File: src/hdl/c16bj_map.svh
/*
  constants of the compact branch and jump decoder: opcodes, field positions,
  fixed register numbers and reset values. assumes bit 15 is the instruction msb.
*/
// Operation
// - decode branch_if_zero_short, major 100011
// - decode branch_if_nonzero_short, major 101011
// - offset shifted one, added to pc+2
// - branch taken on zero / nonzero register
// - taken branch drops the following instruction
// - 3-bit specifier reaches registers 2-7,16,17
// - any instruction may follow branch or jump
// - breakpoint_short raises breakpoint exception at once
// - breakpoint code never delivered in registers
// - decode jump_link_register_short, minor 01011
// - link register 31 gets pc plus 2
// - single-set core: bit0 zero means address error
// - dual-set core: mode from bit0, word alignment
// - register jump drops the following instruction
// - jump_return_adjust_stack jumps through register 31
// - stack register 29 += zero-extended imm<<2
// - stack update wraps, never overflow trap
// - interrupt hold-off choice is documented
// - decode jump_register_short, minor 00011
`ifndef C16BJ_MAP_SVH
`define C16BJ_MAP_SVH
// ==========================================
// major opcodes, bits 15..10
`define C16BJ_MAJ_LSB 10
`define C16BJ_MAJ_BEQZ 6'h23
`define C16BJ_MAJ_BNEZ 6'h2B
`define C16BJ_MAJ_POOLC 6'h11
// ==========================================
// minor codes of minor_pool_group_c
`define C16BJ_MIN_BREAK 6'h1B
`define C16BJ_MIN_JALR 5'h0B
`define C16BJ_MIN_JR 5'h03
`define C16BJ_MIN_JRSP 5'h13
// ==========================================
// field positions
`define C16BJ_SRC5_LSB 5
`define C16BJ_SRC3_LSB 7
`define C16BJ_OFF_MSB 6
// ==========================================
// fixed registers, link step, reset values
`define C16BJ_REG_LINK 5'h1F
`define C16BJ_REG_STACK 5'h1D
`define C16BJ_REG_LOW0 5'h10
`define C16BJ_REG_LOW1 5'h11
`define C16BJ_PC_STEP 32'h0000_0002
`define C16BJ_RST_WORD 32'h0000_0000
`endif

File: src/hdl/c16bj_pkg.sv
/*
  types shared by the decoder files: operation enum and output carriers.
  assumes the constants header is included alongside.
*/
package c16bj_pkg;
  // ==========================================
  // decoded operation
  typedef enum logic [2:0] {
    OP_NONE, OP_BEQZ, OP_BNEZ, OP_BREAK, OP_JALR, OP_JRSP, OP_JR
  } c16bj_op_e;
  // fetch redirect toward the fetch unit
  typedef struct packed {
    logic valid;        // one-cycle redirect pulse
    logic [31:0] target; // fetch address, bit 0 cleared for jumps
    logic modeBit;      // instruction_set_mode_bit for the target
    logic addrErr;      // fetch of target must raise address error
  } c16bj_redir_s;
  // register write-back
  typedef struct packed {
    logic en;
    logic [4:0] addr;
    logic [31:0] data;
  } c16bj_wb_s;
endpackage
File: src/hdl/c16bj_decode.sv
/*
  decode and execute of the 16-bit compact branch, breakpoint and register
  jump group. assumes a combinational register file read in the issue cycle
  (one port addressed by srcRegIdx, one fixed on the stack register) and a
  fetch unit that follows redirOut at once.
*/
`timescale 1ns/1ps
module c16bj_decode #(
  parameter bit HAS_WORD_ISA = 1'b0 // core implements both instruction sets
) (
  // clock and reset
  input wire logic clock,
  input wire logic rst,
  // issue from fetch
  input wire logic issueValid,
  input wire logic [15:0] instrWord,
  input wire logic [31:0] instrPc,
  // register file read
  output logic [4:0] srcRegIdx,
  input wire logic [31:0] srcRegData,
  input wire logic [31:0] stackRegData,
  // results
  output c16bj_pkg::c16bj_redir_s redirOut,
  output c16bj_pkg::c16bj_wb_s wbOut,
  output c16bj_pkg::c16bj_wb_s stackWbOut,
  output logic brkExcOut,
  output logic irqHoldOut
);
`include "c16bj_map.svh"

  // ==========================================
  // decode
  c16bj_pkg::c16bj_op_e opSel; // operation of the issued word
  logic [5:0] majorOp;         // bits 15..10
  logic [2:0] shortSrc;        // 3-bit register code
  logic issueOk;               // issue accepted this cycle
  logic [31:0] branchTarget;   // pc+2 plus scaled offset
  logic [31:0] linkValue;      // return address
  logic [31:0] jumpTarget;
  logic jumpMode;
  logic jumpErr;
  logic takeBranch;            // conditional branch resolves taken

  assign majorOp = instrWord[15:`C16BJ_MAJ_LSB];
  assign shortSrc = instrWord[`C16BJ_SRC3_LSB +: 3];

  // major opcode first, then the pool minors; break has the widest minor
  always_comb
  begin
    opSel = c16bj_pkg::OP_NONE;
    if (majorOp == `C16BJ_MAJ_BEQZ)
    begin
      opSel = c16bj_pkg::OP_BEQZ;
    end
    else if (majorOp == `C16BJ_MAJ_BNEZ)
    begin
      opSel = c16bj_pkg::OP_BNEZ;
    end
    else if (majorOp == `C16BJ_MAJ_POOLC)
    begin
      if (instrWord[5:0] == `C16BJ_MIN_BREAK)
      begin
        opSel = c16bj_pkg::OP_BREAK;
      end
      else if (instrWord[4:0] == `C16BJ_MIN_JALR)
      begin
        opSel = c16bj_pkg::OP_JALR;
      end
      else if (instrWord[4:0] == `C16BJ_MIN_JR)
      begin
        opSel = c16bj_pkg::OP_JR;
      end
      else if (instrWord[4:0] == `C16BJ_MIN_JRSP)
      begin
        opSel = c16bj_pkg::OP_JRSP;
      end
    end
  end

  // ==========================================
  // register read selection
  // short codes reach only eight registers; 0 and 1 stand for 16 and 17
  always_comb
  begin
    srcRegIdx = 5'h00;
    case (opSel)
      c16bj_pkg::OP_BEQZ, c16bj_pkg::OP_BNEZ:
      begin
        if (shortSrc == 3'h0)
        begin
          srcRegIdx = `C16BJ_REG_LOW0;
        end
        else if (shortSrc == 3'h1)
        begin
          srcRegIdx = `C16BJ_REG_LOW1;
        end
        else
        begin
          srcRegIdx = {2'h0, shortSrc};
        end
      end
      c16bj_pkg::OP_JALR, c16bj_pkg::OP_JR:
      begin
        srcRegIdx = instrWord[`C16BJ_SRC5_LSB +: 5]; // any register
      end
      c16bj_pkg::OP_JRSP:
      begin
        srcRegIdx = `C16BJ_REG_LINK;
      end
      default:
      begin
        srcRegIdx = 5'h00;
      end
    endcase
  end

  // ==========================================
  // address arithmetic
  // offset is relative to the following instruction, not the branch
  assign linkValue = instrPc + `C16BJ_PC_STEP;
  assign branchTarget = linkValue
    + {{24{instrWord[`C16BJ_OFF_MSB]}}, instrWord[`C16BJ_OFF_MSB:0], 1'b0};

  // zero test on the selected register decides the condition
  always_comb
  begin
    if (opSel == c16bj_pkg::OP_BEQZ)
    begin
      takeBranch = (srcRegData == `C16BJ_RST_WORD);
    end
    else if (opSel == c16bj_pkg::OP_BNEZ)
    begin
      takeBranch = (srcRegData != `C16BJ_RST_WORD);
    end
    else
    begin
      takeBranch = 1'b0;
    end
  end

  // bit 0 mode and alignment handling shared by all register jumps
  c16bj_jump_target #(
    .HAS_WORD_ISA(HAS_WORD_ISA)
  ) uTarget (
    .srcValue(srcRegData),
    .target(jumpTarget),
    .modeBit(jumpMode),
    .addrErr(jumpErr)
  );

  // ==========================================
  // issue acceptance
  // the word issued while a redirect or trap is out is the one right after
  // a control transfer; it is dropped, so no delay slot ever executes.
  // any instruction, transfers included, is accepted in every other cycle.
  assign issueOk = issueValid && !redirOut.valid && !brkExcOut;

  // ==========================================
  // fetch redirect
  always_ff @(posedge clock)
  begin
    if (rst)
    begin
      redirOut <= '0;
    end
    else
    begin
      redirOut <= '0;
      if (issueOk && takeBranch)
      begin
        // compact code stays in compact mode on a branch
        redirOut.valid <= 1'b1;
        redirOut.target <= branchTarget;
        redirOut.modeBit <= 1'b1;
        redirOut.addrErr <= 1'b0;
      end
      else if (issueOk && (opSel == c16bj_pkg::OP_JALR || opSel == c16bj_pkg::OP_JR
               || opSel == c16bj_pkg::OP_JRSP))
      begin
        redirOut.valid <= 1'b1;
        redirOut.target <= jumpTarget;
        redirOut.modeBit <= jumpMode;
        redirOut.addrErr <= jumpErr;
      end
    end
  end

  // ==========================================
  // link write-back
  always_ff @(posedge clock)
  begin
    if (rst)
    begin
      wbOut <= '0;
    end
    else
    begin
      wbOut <= '0;
      if (issueOk && opSel == c16bj_pkg::OP_JALR)
      begin
        wbOut.en <= 1'b1;
        wbOut.addr <= `C16BJ_REG_LINK;
        wbOut.data <= linkValue;
      end
    end
  end

  // ==========================================
  // stack adjust write-back
  // plain 32-bit add: carry out is discarded and nothing traps
  always_ff @(posedge clock)
  begin
    if (rst)
    begin
      stackWbOut <= '0;
    end
    else
    begin
      stackWbOut <= '0;
      if (issueOk && opSel == c16bj_pkg::OP_JRSP)
      begin
        stackWbOut.en <= 1'b1;
        stackWbOut.addr <= `C16BJ_REG_STACK;
        stackWbOut.data <= stackRegData
          + {25'h0, instrWord[`C16BJ_SRC5_LSB +: 5], 2'h0};
      end
    end
  end

  // ==========================================
  // breakpoint trap
  // only the trap pulse leaves; the code field goes nowhere, the handler
  // must reread the instruction word from memory
  always_ff @(posedge clock)
  begin
    if (rst)
    begin
      brkExcOut <= 1'b0;
    end
    else
    begin
      brkExcOut <= issueOk && opSel == c16bj_pkg::OP_BREAK;
    end
  end

  // ==========================================
  // interrupt hold-off
  // jump and stack update retire in one cycle; the hold pulse keeps an
  // interrupt from being taken between them
  always_ff @(posedge clock)
  begin
    if (rst)
    begin
      irqHoldOut <= 1'b0;
    end
    else
    begin
      irqHoldOut <= issueOk && opSel == c16bj_pkg::OP_JRSP;
    end
  end
endmodule

File: src/hdl/c16bj_jump_target.sv
/*
  register jump target shaping: mode bit, bit-0 clear and fetch error flag.
  purely combinational; the caller registers the results.
*/
`timescale 1ns/1ps
module c16bj_jump_target #(
  parameter bit HAS_WORD_ISA = 1'b0 // core also runs the 32-bit-only set
) (
  // jump source
  input wire logic [31:0] srcValue,
  // shaped target
  output logic [31:0] target,
  output logic modeBit,
  output logic addrErr
);
  // ==========================================
  // bit 0 always selects mode and is cleared from the address
  always_comb
  begin
    target = {srcValue[31:1], 1'b0};
    modeBit = srcValue[0];
    if (HAS_WORD_ISA)
    begin
      // word mode needs 4-byte alignment; bit 1 is the only leftover
      addrErr = ~srcValue[0] & srcValue[1];
    end
    else
    begin
      // word mode unsupported here, so it can only fault at fetch
      addrErr = ~srcValue[0];
    end
  end
endmodule

File: config.mk
export PLATFORM = sky130hd
export DESIGN_NAME = c16bj_decode
export DESIGN_NICKNAME = d
export VERILOG_FILES = /design/src/hdl/c16bj_pkg.sv /design/src/hdl/c16bj_decode.sv /design/src/hdl/c16bj_jump_target.sv
export VERILOG_INCLUDE_DIRS = /design/src /design/src/hdl
export SDC_FILE = /design/constraint.sdc
export NUM_CORES = 1
export LEC_CHECK = 0
export BUFFER_PORTS_ARGS = -buffer_cell sky130_fd_sc_hd__clkbuf_2
export CORE_UTILIZATION = 46
export CTS_BUF_LIST = sky130_fd_sc_hd__clkbuf_8
export CTS_CLUSTER_SIZE = 14
export DETAILED_ROUTE_END_ITERATION = 12
export PLACE_DENSITY = 0.79
export SLEW_MARGIN = 20
export SYNTH_ARGS = -nofsm -noshare
export SYNTH_HDL_FRONTEND = slang
export SYNTH_SLANG_ARGS = --single-unit
File: constraint.sdc
create_clock -name clock -period 3.15 [get_ports clock]
set_input_delay 0.1575 -clock clock [delete_from_list [all_inputs] [get_ports clock]]
set_output_delay 0.1575 -clock clock [all_outputs]
set_load 0.01 [all_outputs]
# Yosys cells after proc, flatten, opt, wreduce, memory -nomap -nowiden

Index checks and enable logic that the tools add are counted.

Output and inout port bits: 118
Word-level logic and storage cells: 68
Bits in registers: 113

Multiplexer cells: 16
Add/subtract/negate cells: 3
Bitwise gates (word level): 4
Reduce and logical (&&, ||, !) cells: 19
Eq/ne operators: 14

Operators by type and width:

| operator              | number |
|---|---|
| $mux 38               | 2 |
| $mux 35               | 2 |
| $add 32x2->32 const B | 1 |
| $add 32x32->32        | 1 |
| $add 32x7->32         | 1 |
| $logic_not 32->1      | 1 |
| $reduce_bool 32->1    | 1 |
| $mux 3                | 7 |
| $pmux 5 s3            | 1 |
| $eq 6x5->1 const B    | 2 |
| $eq 6x6->1 const B    | 2 |
| $mux 5                | 2 |
| $eq 3x3->1 const B    | 3 |
| $reduce_or 2->1       | 4 |
| $logic_and 1x1->1     | 7 |
| $eq 3x1->1 const B    | 2 |
| $eq 3x2->1 const B    | 2 |
| $eq 5x2->1 const B    | 1 |
| $eq 5x4->1 const B    | 1 |
| $eq 5x5->1 const B    | 1 |
| $not 1->1             | 4 |
| $logic_not 3->1       | 1 |
| $reduce_or 3->1       | 1 |
| $logic_not 1->1       | 2 |
| other kinds (2)       | 4 |

# Logic depth before layout (Yosys ltp)

Word-level depth: 14
Depth in mapped cells: 19
Depth with buffers taken out: 18

# Modules after synthesis

Synthesis repeated with hierarchy kept, for this count alone.

Cell total of the unflattened synthesis: 728
Area total of the unflattened synthesis: 6143.4 sq um

By module, submodules not included:

| module            | area an instance (sq um) | cells an instance | times used |
|---|---|---|---|
| c16bj_decode      | 5888.1                   | 693               | 1 |
| c16bj_jump_target | 255.2                    | 35                | 1 |

# Worst setup path after synthesis

No wires, ideal clock.

Kind: input to register
Start point: input instrPc[4]
End point: register redirOut[31] (netlist name)
Data required time: 3.019 ns
Path buffers: 1
Setup slack: -0.239 ns
Setup time: 0.131 ns
Arrival: 3.258 ns
Cell stages on the path: 19
Cell sequence: nand3_1 -> nor2_1 -> and3_1 -> and2_1 -> inv_1 -> nor2_1 -> nand3_1 -> xnor2_1 -> ha_1 -> clkbuf_2 -> nand4_1 -> or2_0 -> or4_1 -> o221ai_1 -> nor2_1 -> o21ai_1 -> a21oi_1 -> o2111ai_1 -> o211ai_1

Word-level cells in the longest chain between the ends: 3

Ends and longest elaborated chain:

| item                           | RTL line            | text |
|---|---|---|
| start: declaration             | c16bj_decode.sv:17  | `input wire logic [31:0] instrPc,` |
| $add 32x2->32 (no source line) | n/a                 |  |
| net linkValue[22]              | c16bj_decode.sv:38  | `logic [31:0] linkValue;` |
| $add 32x32->32                 | c16bj_decode.sv:121 | `assign branchTarget = linkValue` |
| $mux 35                        | c16bj_decode.sv:169 | `if (issueOk && takeBranch)` |
| end: declaration               | c16bj_decode.sv:23  | `output c16bj_pkg::c16bj_redir_s redirOut,` |

The timed path passes the listed nets, and every way through them passes these cells.
A chain may end at the register's enable or synchronous reset.

# Final worst setup path

Start point: input instrPc[2]
End point: register redirOut[32] (netlist name)

The elaborated chain is that of the path after synthesis.

==> results.md <==
Logic synthesis:
- Among all flip-flop cells after synthesis, the most frequent one is sky130_fd_sc_hd__dfxtp_1.
- In this run the mean area of a mapped cell was 8.61 sq um.
- Summing every instance area after synthesis gives 0.00587 sq mm.
- Synthesis instantiated 61 different standard cells from the library.
- The fraction of synthesized cell area taken by the top area cell type is 34.8%.
- The Yosys step of the flow raised 0 warnings.
- Yosys attributes the largest share of cell area to sky130_fd_sc_hd__dfxtp_1 35%, sky130_fd_sc_hd__ha_1 8.3%, sky130_fd_sc_hd__xnor2_1 6.7%.
- After synthesis, flip-flops and latches occupy 34.8% of the total area.
- The proportion of register bits with asynchronous set or reset after synthesis is 0%.
- The cell accounting for the most synthesized area is sky130_fd_sc_hd__dfxtp_1.
- The number of nets in the synthesized netlist is 837.
- Synthesis produced a netlist whose cell count is 681.
- The number of enable flip-flop cells after synthesis is 0.
- In this run, synthesis produced a sequential element count of 102.

Drt:
- After detailed routing, the average wire length per cell comes to 16.1 um.
- Wires add up to 19300 um.
- The number of vias per cell after detailed routing is 5.39.
- The number of design rule violations left after detail routing is 0.
- Before antenna repair, the detailed router went through 5 iterations.
- The number of nets still failing antenna checks after routing is 0.
- The via count is 6452.
- The initial detailed-routing violation count is 531.

STA:
- The worst pin sits at a relative slew slack of 34.8%.
- The measured slew at the worst slew-check pin is 0.975 ns.
- Setup repair after global routing could not meet its margin everywhere.
- The final worst-path cycle share is 98.5%.
- Setup violations remaining at the end of the flow were counted as 0.
- After layout, the minimum clock period comes to 3.10 ns.
- The count of final hold-check violations is 0.
- The setup clock skew after layout is 0.0139 ns.
- Hold is met by 0.0162 ns.
- The maximum clock rate is 0.322 GHz.
- The final number of max-transition violations is 0.
- Adding up every negative setup slack in the final design gives 0 ns.

Worst hold path:
- For hold timing, the worst endpoint is stackWbOut[29].
- The worst hold path was traced through 3 stages.
- The worst hold path belongs to the class in2reg.
- The hold path startpoint is stackRegData[29].

Clocking:
- In this run, CTS created clock tree buffers numbering 9.
- The buffer depth of the longest clock path is 2.
- The tree is rooted in a sky130_fd_sc_hd__clkbuf_8.
- TritonCTS built the clock tree.
- The source-to-sink clock delay at the later pin of the worst-skew pair is 0.40 ns.
- Clock-pin slew was measured on the worst setup and hold paths at 0.11 ns.
- The deepest level of the CTS H-tree is 3.
- The clock net in this run drives a total of 102 sinks.

Layout:
- At the end of the flow, the number of nets in the layout was 1181.
- Once layout is complete, the utilization of the core stands at 69.7%.
- The non-filler instance count after layout is 1198.
- The ratio of cells with drive above 1 in the final layout is 38.0%.
- The layout overhead on the synthesized area is 45.1%.
- The final antenna diode count is 0.
- Counting the fill cells in the layout gives 959.

GRT:
- The global routing stage identified its most utilized layer as met2.
- The routing usage on met1 is 33.0%.
- The number of antenna violations at the first check in global routing is 0.
- The first global-routing pass estimated 29400 um of wire.
- The met3 track demand over resource in global routing is 5.96%.
- For this run, the total global-route usage over all layers was measured as 28.9%.
- The via count of the first global-routing pass is 6200.
- The total grt overflow is 0.
- The largest net degree at the start of global routing is 32.
- In the global route stage, met2 resource usage came out at 51.6%.

Critical path:
- STA classifies the critical path endpoint as a flip-flop.
- Of all nets on the critical path, the largest fanout is 4.
- The category of the critical setup timing path is in2reg.
- The internal reg-to-reg setup slack is 0.95 ns.
- The arrival time reported for the critical path endpoint is 3.36 ns.
- The number of cells on the worst reg-to-reg path is 6.
- The launch point of the worst reg-to-reg path is redirOut[34].
- The element type at the critical path start is an input port.
- The worst register-to-register path ends at wbOut[21].
- The required time at the endpoint of the critical path is 3.41 ns.

Placement:
- The number of cells in the design after placement is 1152.
- The routability congestion estimate is 0.989.
- Port buffering added 231 buffers.
- The wire-length estimate of the detail-placed layout is 14800 um.

Floorplan:
- The die covers 0.0132 sq mm.
- The floorplan has 40 rows.
- The effective utilization at floorplan is 48.0%.
- The count of boundary I/O pins is 233.
- After floorplanning, the core was sized to cover 0.0122 sq mm.
- The width of the chip is 115 um.
- The die boundary height is 115 um.

Power and ir drop:
- The maximum resistive drop on vdd is 0.000297 V.
- In this run the power density over the cells is 346 mW/mm^2.
- Summed over all cells, the static leakage comes to 0.00409 uW.

Run:
- Across the run, the number of max-cap violations was 0.

Run status:
- The flow ran to the end, and the final reports show no timing, DRC or antenna violations.
logic make-up (layout without fill, tap and decap cells):
logic type | count (synthesis) | in the layout | share of synthesized area (%)
other cells | 1 | 1 | 0.0639
buf+inv | 48 | 397 | 3.86
compound gates | 156 | 156 | 18.3
simple gates | 254 | 254 | 22.2
flops | 102 | 102 | 34.8
xor+xnor | 79 | 79 | 11.8
fa+ha+maj | 41 | 41 | 9.00
critical path, stage by stage:
cell and delay [ns]:
sky130_fd_sc_hd__buf_2 0.13, sky130_fd_sc_hd__nand2_2 0.07, sky130_fd_sc_hd__nor2_4 0.11, sky130_fd_sc_hd__and3_4 0.21, sky130_fd_sc_hd__and2_4 0.17, sky130_fd_sc_hd__nand4_1 0.12, sky130_fd_sc_hd__xnor2_1 0.36, sky130_fd_sc_hd__ha_1 0.22
sky130_fd_sc_hd__nand4_1 0.15, sky130_fd_sc_hd__nor4_1 0.37, sky130_fd_sc_hd__o2111ai_1 0.27, sky130_fd_sc_hd__nand3_1 0.18, sky130_fd_sc_hd__o31a_1 0.17, sky130_fd_sc_hd__a41oi_1 0.21, sky130_fd_sc_hd__o21a_1 0.26, sky130_fd_sc_hd__xor2_1 0.13
sky130_fd_sc_hd__a21oi_1 0.07
layer usage:
layer  vias to the layer above  share of wire (%)
li1                       3112                  -
met2                       309                 50
met3                        48                7.1
met1                      2983                 40
met4                         0                3.1
met5                         -                  0
synth_stat cells (all sizes together) (5+ instances only):
| library cell | n |
|---|---|
| and2 | 18 |
| or3 | 7 |
| nand3 | 22 |
| nor3 | 10 |
| a21oi | 52 |
| nand2 | 48 |
| nor2 | 66 |
| ha | 39 |
| o21bai | 7 |
| and3 | 15 |
| nor4 | 14 |
| inv | 18 |
| clkbuf | 17 |
| buf | 13 |
| o21a | 5 |
| a21o | 14 |
| nand4 | 17 |
| o21ai | 23 |
| xnor2 | 45 |
| a22o | 25 |
| xor2 | 34 |
| nor2b | 19 |
| dfxtp | 102 |
cell type report:
class,instances,area (sq um),share of cell area [%]
Multi-Input combinational cell,531,3770,44.2
Timing Repair Buffer,363,2230,26.2
Sequential cell,102,2040,24.0
Tap cell,168,210,2.47
Clock buffer,9,124,1.46
Clock inverter,7,75.1,0.882
Inverter,18,67.6,0.794
power breakdown:
group / internal (uW) / total, uW / switching (uW) / leakage, uW
clock network: 315 / 841 / 527 / 0.0000985
registers: 1290 / 1290 / 0.486 / 0.000821
logic: 406 / 817 / 410 / 0.00317
sequential cells by signal, indices dropped and copies added, names as in the netlist:
signal,flops
redirOut,35
stackWbOut,33
wbOut,33
brkExcOut,1
cells in the final DEF (no fill, tap or decap), drive strengths merged, types with 23 or more instances in the layout:
cell type and instances:
a21oi 52, a22o 25, buf 107, clkbuf 238, dfxtp 102, dlygate4sd3 27
ha 39, nand2 48, nor2 66, o21ai 23, xnor2 45, xor2 34
worst max-delay path by stage:
stage | from | to | slack [ns] | cells after the start
after floorplan | instrPc[2] | redirOut[31] | 0.002 | 19
after global placement | instrPc[5] | redirOut[33] | -0.33 | 17
after detailed placement | instrPc[4] | redirOut[33] | -0.38 | 17
after CTS | instrPc[2] | redirOut[33] | 0.002 | 18
after global routing | instrPc[2] | redirOut[31] | -0.05 | 19
final | instrPc[2] | redirOut[32] | 0.05 | 17
what timing repair did:
item,CTS,global route
resized for setup,0,24
setup endpoints to repair,0,9
endpoints found under the hold margin,29,0
hold buffers,27,0
setup buffers,0,3
per-stage QoR:
step	total power (uW)	area (sq um)	worst slack (ns)
after floorplan	1730	5950	0.00180
after global placement	2060	7920	-0.330
after detailed placement	2070	7920	-0.385
after CTS	2930	8390	0.00163
after global routing	3090	8510	-0.0503
final	2950	8510	0.0477
Power figures use the tool's default switching activity.
